`config.mk`:
```
export PLATFORM = sky130hd
export DESIGN_NAME = op_timeout_budget
export DESIGN_NICKNAME = d
export VERILOG_FILES = /design/src/logic/op_timeout_budget.v
export VERILOG_INCLUDE_DIRS = /design/src /design/src/logic
export SDC_FILE = /design/constraint.sdc
export NUM_CORES = 1
export LEC_CHECK = 0
export ABC_AREA = 1
export BUFFER_PORTS_ARGS = -buffer_cell sky130_fd_sc_hd__buf_2
export CAP_MARGIN = 0
export CORE_MARGIN = 1
export CORE_UTILIZATION = 65
export CTS_CLUSTER_SIZE = 8
export DETAILED_ROUTE_END_ITERATION = 16
export HOLD_SLACK_MARGIN = 0.08
export PLACE_DENSITY_LB_ADDON = 0.05
export SLEW_MARGIN = 20
export SYNTH_ARGS = -nofsm -noshare
export SYNTH_HDL_FRONTEND = slang
export SYNTH_SLANG_ARGS = --single-unit
export TNS_END_PERCENT = 30
```
`constraint.sdc`:
```
create_clock -name mclk -period 3 [get_ports mclk]
set_input_delay 0.6 -clock mclk [delete_from_list [all_inputs] [get_ports mclk]]
set_output_delay 0.6 -clock mclk [all_outputs]
set_load 0.01 [all_outputs]
```
`src/logic/card_checker_regs.vh`:
```
`ifndef CARD_CHECKER_REGS_VH
`define CARD_CHECKER_REGS_VH

// ====================================================================
// command frame layout, newest bit at position 0
`define FRAME_LAST_BIT 6'd47
`define CRC_COVER_BITS 6'd40
`define CRC7_POLY 7'h09
`define IDX_HI 45
`define IDX_LO 40
`define ARG_HI 39
`define ARG_LO 8
`define CRC_HI 7
`define CRC_LO 1

// ====================================================================
// command indices used outside the class table
`define CMD_RESET 6'h00
`define CMD_INIT 6'h01
`define CMD_STOP 6'h0C
`define CMD_READ_MULTI 6'h12
`define CMD_READ_OCR 6'h3A
`define CMD_CRC_SWITCH 6'h3B

// ====================================================================
// class support: classes with SPI commands (0,2,4,5,6,7,8)
`define SPI_CLASS_MASK 12'h1F5

// ====================================================================
// response status: [15:8] first byte, [7:0] second byte
`define RESP_IDLE_BIT 8
`define RESP_ILLEGAL_BIT 10
`define RESP_CRC_BIT 11
`define RESP_RANGE_BIT 7

// ====================================================================
// operation kinds and timeout budget
`define OP_NONE 2'h0
`define OP_READ 2'h1
`define OP_WRITE 2'h2
`define OP_ERASE 2'h3
`define TIMEOUT_MULT 4'hA

`endif

```
`src/logic/op_timeout_budget.v`:
```
`timescale 1ns/100ps
`include "card_checker_regs.vh"

module op_timeout_budget (
    input wire mclk,
    input wire arst_n,
    input wire start,
    input wire [1:0] opKind,
    input wire finish,
    input wire [15:0] accessTimeBase,
    input wire [15:0] accessClockCycles,
    input wire [2:0] writeSpeedMultiplier,
    input wire [7:0] eraseSectors,
    output reg expired,
    output reg [39:0] limit
);

    reg [39:0] elapsed;
    reg running;
    wire [39:0] readTime;
    wire [39:0] writeTime;
    wire [39:0] eraseTime;
    reg [39:0] typical;

    // typical times in mclk cycles: read, write and erase budgets
    assign readTime = {24'h0, accessTimeBase} + {24'h0, accessClockCycles};
    assign writeTime = readTime << writeSpeedMultiplier;
    assign eraseTime = writeTime * {32'h0, eraseSectors};

    // ====================================================================
    // pick the typical time of the operation being started
    always @* begin
        case (opKind)
            `OP_READ: typical = readTime;
            `OP_WRITE: typical = writeTime;
            `OP_ERASE: typical = eraseTime;
            default: typical = 40'h0;
        endcase
    end

    // ====================================================================
    // limit is ten typical times; error fires one cycle before it ends
    always @(posedge mclk or negedge arst_n) begin
        if (!arst_n) begin
            elapsed <= 40'h0;
            running <= 1'b0;
            expired <= 1'b0;
            limit <= 40'h0;
        end else begin
            expired <= 1'b0;
            if (start) begin
                limit <= typical * {36'h0, `TIMEOUT_MULT};
                elapsed <= 40'h0;
                running <= 1'b1;
            end else if (finish) begin
                running <= 1'b0;
            end else if (running) begin
                elapsed <= elapsed + 40'h1;
                // error is reported before the period runs out
                if (elapsed + 40'h2 >= limit) begin
                    expired <= 1'b1;
                    running <= 1'b0;
                end
            end
        end
    end

endmodule

```
==> reports/results.ini, run 1 <==
[synth]
synth_async_sr_flop_share=1.00
synth-simple-area-share=0.299
ys.warnings.count=0
synth_area_per_cell_um2=6.75
synthCells=2340
synth_area_um2=15800
synth_xor_area_frac=0.0360
synth-adder-area-share=0.300
ys_seq_area_frac=0.125
synth_area_leader_cell=fa_1
synth.mux.area_fraction=0.000633
synth_top_area_share=0.170
synth-compound-area-share=0.130
synth_top_family_by_area=adder cells
ys_types=52
synth_edf_count=0
ys_seq_elements=79
synth_area_leaders=fa_1 17%, ha_1 13%, dfrtp_1 13%
ys.flop_type=dfrtp_1

[floorplan]
die_h_um=158
row_count=56
fp.dieW_um=158
io_pins=90
start_util=0.667

[cts]
htree_num_levels=3
cts.sinks=79
clockRootBuffer=clkbuf_16
cts_made_buffers=9
cts_hold_buf=0
cts.path.max_buffers=2

[placed_design]
gp_congestion=1.08
port_buffers=86
hpwlAfterDp_mm=49.2
place_inst=3113

[grt]
grt_pass1_vias=27300
grtUsageTotal=0.885
grt_overflow_total=310
grt_pass1_wl_mm=167
grt_max_degree=62

[outcome]
haltStage=global routing
status=did not finish
stop_error=[ERROR GRT-0116] Global routing finished with congestion. Check the congestion regions in the DRC Viewer.

## logic make-up after synthesis
kind of cell	after synthesis
simple gates	1075
buf+inv	454
compound gates	366
fa+ha+maj	299
flops	79
xor+xnor	65
other cells	1
mux	1
## through the flow
step                 util  worst slack [ns]  cell area (µm²)
CTS                 0.958             -4.45            22700
global placement    0.864             -5.07            20500
floorplan               -             -4.15            16600
detailed placement  0.864             -5.34            20500
## routing by layer
metal | GRT overflow | global-route usage
met5 | 2 | 0.538
met2 | 171 | 1.01
met3 | 3 | 0.779
met4 | 130 | 0.937
met1 | 4 | 0.858
## Yosys cell counts (all sizes together), types with 11 or more instances
library cell	number
nand2	480
inv	404
nor2	309
nand3	168
a21oi	165
ha	165
fa	134
o21ai	121
dfrtp	79
nor3	55
xor2	53
clkbuf	31
nand4	24
or2	17
a21o	15
o211ai	15
buf	14
xnor2	12
o21bai	11
## what timing repair did
action,CTS
hold endpoints to repair,0
setup buffers,45
endpoints found under the setup margin,38
gates resized for setup,388
pin swaps,201
==> run 2, diff against run 1 <==
- CORE_UTILIZATION: 65 -> 40
- CTS_CLUSTER_SIZE: 8 -> unset
- HOLD_SLACK_MARGIN: 0.08 -> unset
- PLACE_DENSITY_LB_ADDON: 0.05 -> 0.15
==> run 2 against run 1 <==
Against the previous run: the flow now finishes, with violations (setup timing); area after synthesis unchanged; synthesized cell count unchanged.
==> reports/results.ini, run 2 <==
[drt]
ant_nets=0
wl_per_cell_um=17.5
dr.pass1.iters=5
routed_wl_mm=60.2
drt-initial-drc-count=1004
viasPerCell=5.19
drc=0
via_count=17800

[worst_setup_path]
setup.worst_path.end_class=flop
endpoint=limit[30]
reg2reg_to=running
cp_max_fo=7
path_buf_inv=9
cp.depth=41
cp_slowest_stage_delay_ns=0.56
crit_start=accessClockCycles[0]
cpMaxStageDelayCell=fa_1
critical_path.top_delay_family=adder cells
worstSetupPathType=in -> reg
ff2ff_setup_slack_ns=-0.11
r2r-start=elapsed[10]
rr_worst_depth=18
crit_arrival_ns=8.08
startpoint_type=input pin
cp.required_ns=3.26

[timing]
max_freq_ghz=0.128
fin_crit_ns=7.81
maxSlewHeadroom=0.593
hold_viol_final=0
tns_ns=-144.14
slew_violations=0
tightest_slew_ns=0.605
finalSetupViolations=37
fin_skew_ns=0.0147
timing.final.crit_share=2.60
rsz0062_at_grt=yes
fin_ws_ns=-4.81

[floorplan]
fp.dieW_um=201
die_h_um=201
core-area_um2=38800
row_count=72
io_pins=90
dieArea_um2=40300
start_util=0.407

[final_layout]
antennaDiodeCount=0
top_regs=elapsed x40, limit x37
largest_reg_flops=40
mostFrequentLayoutCell=buf_4
fin_nets=3262
syn_to_final_growth_pct=49.7
mostFrequentLayoutCells=491 x buf_4, 392 x nand2_1, 372 x inv_1, 205 x nor2_1, 129 x fa_1
drive_gt1_frac=0.383
nFillCells=3616
top_register=elapsed

[cts]
cts.path.max_buffers=2
clockRootBuffer=clkbuf_16
cts_hold_buf=0
worstSkewPairLatency_ns=0.35
cts.sinks=79
cts.clk_slew.worst_paths_ns=0.07
cts_made_buffers=9
htree_num_levels=3
cts_tree=built

[grt]
grt_pass1_vias=18400
grt_antenna_before_repair=1
grtUsageTotal=0.302
grt_overflow_total=0
grt_max_degree=47
grt_pass1_wl_mm=96.3

[synth]
synth_area_per_cell_um2=6.75
synth-compound-area-share=0.130
yosysMostFrequentCell=nand2_1
synth_edf_count=0
ys_seq_elements=79
synth-adder-area-share=0.300
ys_seq_area_frac=0.125
ys.flop_type=dfrtp_1
synth_top_family_by_area=adder cells
synth_area_leaders=fa_1 17%, ha_1 13%, dfrtp_1 13%
synth_area_leader_cell=fa_1
synth_xor_area_frac=0.0360
synth_top_area_share=0.170
synthCells=2340
synth.mux.area_fraction=0.000633
synth_async_sr_flop_share=1.00
synth_area_um2=15800
ys_types=52
ys.warnings.count=0
synth_commonest_cells=459 x nand2_1, 398 x inv_1, 290 x nor2_1, 165 x ha_1, 164 x a21oi_1
synth-simple-area-share=0.299

[placed_design]
port_buffers=86
gp_congestion=0.956
pre_cts_ws_ns=-5.64
hpwlAfterDp_mm=50.3

[pwr]
p_per_area_nw_per_um2=1310
ir_drop_mv=1.12
power_leakage_nw=11.9

[run]
maxCapViolations=0

[min_path]
hold_class=in -> async

[outcome]
status=finished with violations
violations=setup timing

-- run 2: worst min-delay path by stage --
stage                start          end  slack, ns  depth (start not counted)
2_1_floorplan       arst_n   elapsed[0]       0.30                          0
3_3_place_gp    elapsed[4]   elapsed[4]       0.47                          1
3_5_place_dp   elapsed[25]  elapsed[25]       0.48                          1
4_1_cts             arst_n     limit[1]       0.25                          1
5_1_grt             arst_n     limit[2]       0.27                          1
6_report            arst_n     limit[5]       0.24                          1
-- run 2: report_power, final --
part / total (mW) / internal, mW / switching (mW)
sequential: 1.42 / 1.26 / 0.164
clock: 1.23 / 0.737 / 0.488
combinational: 28.4 / 13.3 / 15.1
-- run 2: cell type report --
type                    count  area, µm²  share of cell area
clock buffers              10        229             0.00968
clock inverters             6       93.8             0.00397
multi-input cells        1809      14600               0.618
inverters                 409       1540              0.0652
flip-flops and latches     79       1980              0.0836
well taps                 518        648              0.0274
repair buffers            606       4550               0.192
-- run 2: per-layer routing --
metal | track usage | wire length [µm] | share of wire
met3 | 0.0521 | 3340 | 0.055
met2 | 0.501 | 28000 | 0.47
met4 | 0.101 | 2090 | 0.035
met5 | 0 | 13 | 0.00022
met1 | 0.396 | 26700 | 0.44
-- run 2: kinds of logic after synthesis --
kind of cell	count (synthesis)
flops	79
mux	1
other cells	1
xor+xnor	65
simple gates	1075
compound gates	366
buf+inv	454
fa+ha+maj	299
-- run 2: through the flow --
step	cell area, µm²	util	hold WS [ns]	instances	power [mW]
final	23700	0.609	0.237	3437	31.1
after floorplan	16600	-	0.304	2342	14.3
after CTS	22900	0.589	0.254	3418	28.8
after global placement	21100	0.544	0.470	3363	23.3
after detailed placement	21100	0.544	0.477	3363	23.4
after global routing	23700	0.609	0.274	3437	33.3
-- run 2: timing repair --
item | 4_1_cts | 5_1_grt
resized for setup | 274 | 159
setup endpoints to repair | 38 | 38
gates cloned | 0 | 0
pin swaps | 140 | 85
buffers inserted | 39 | 20
Note: power is estimated with default switching activity, not from simulation.
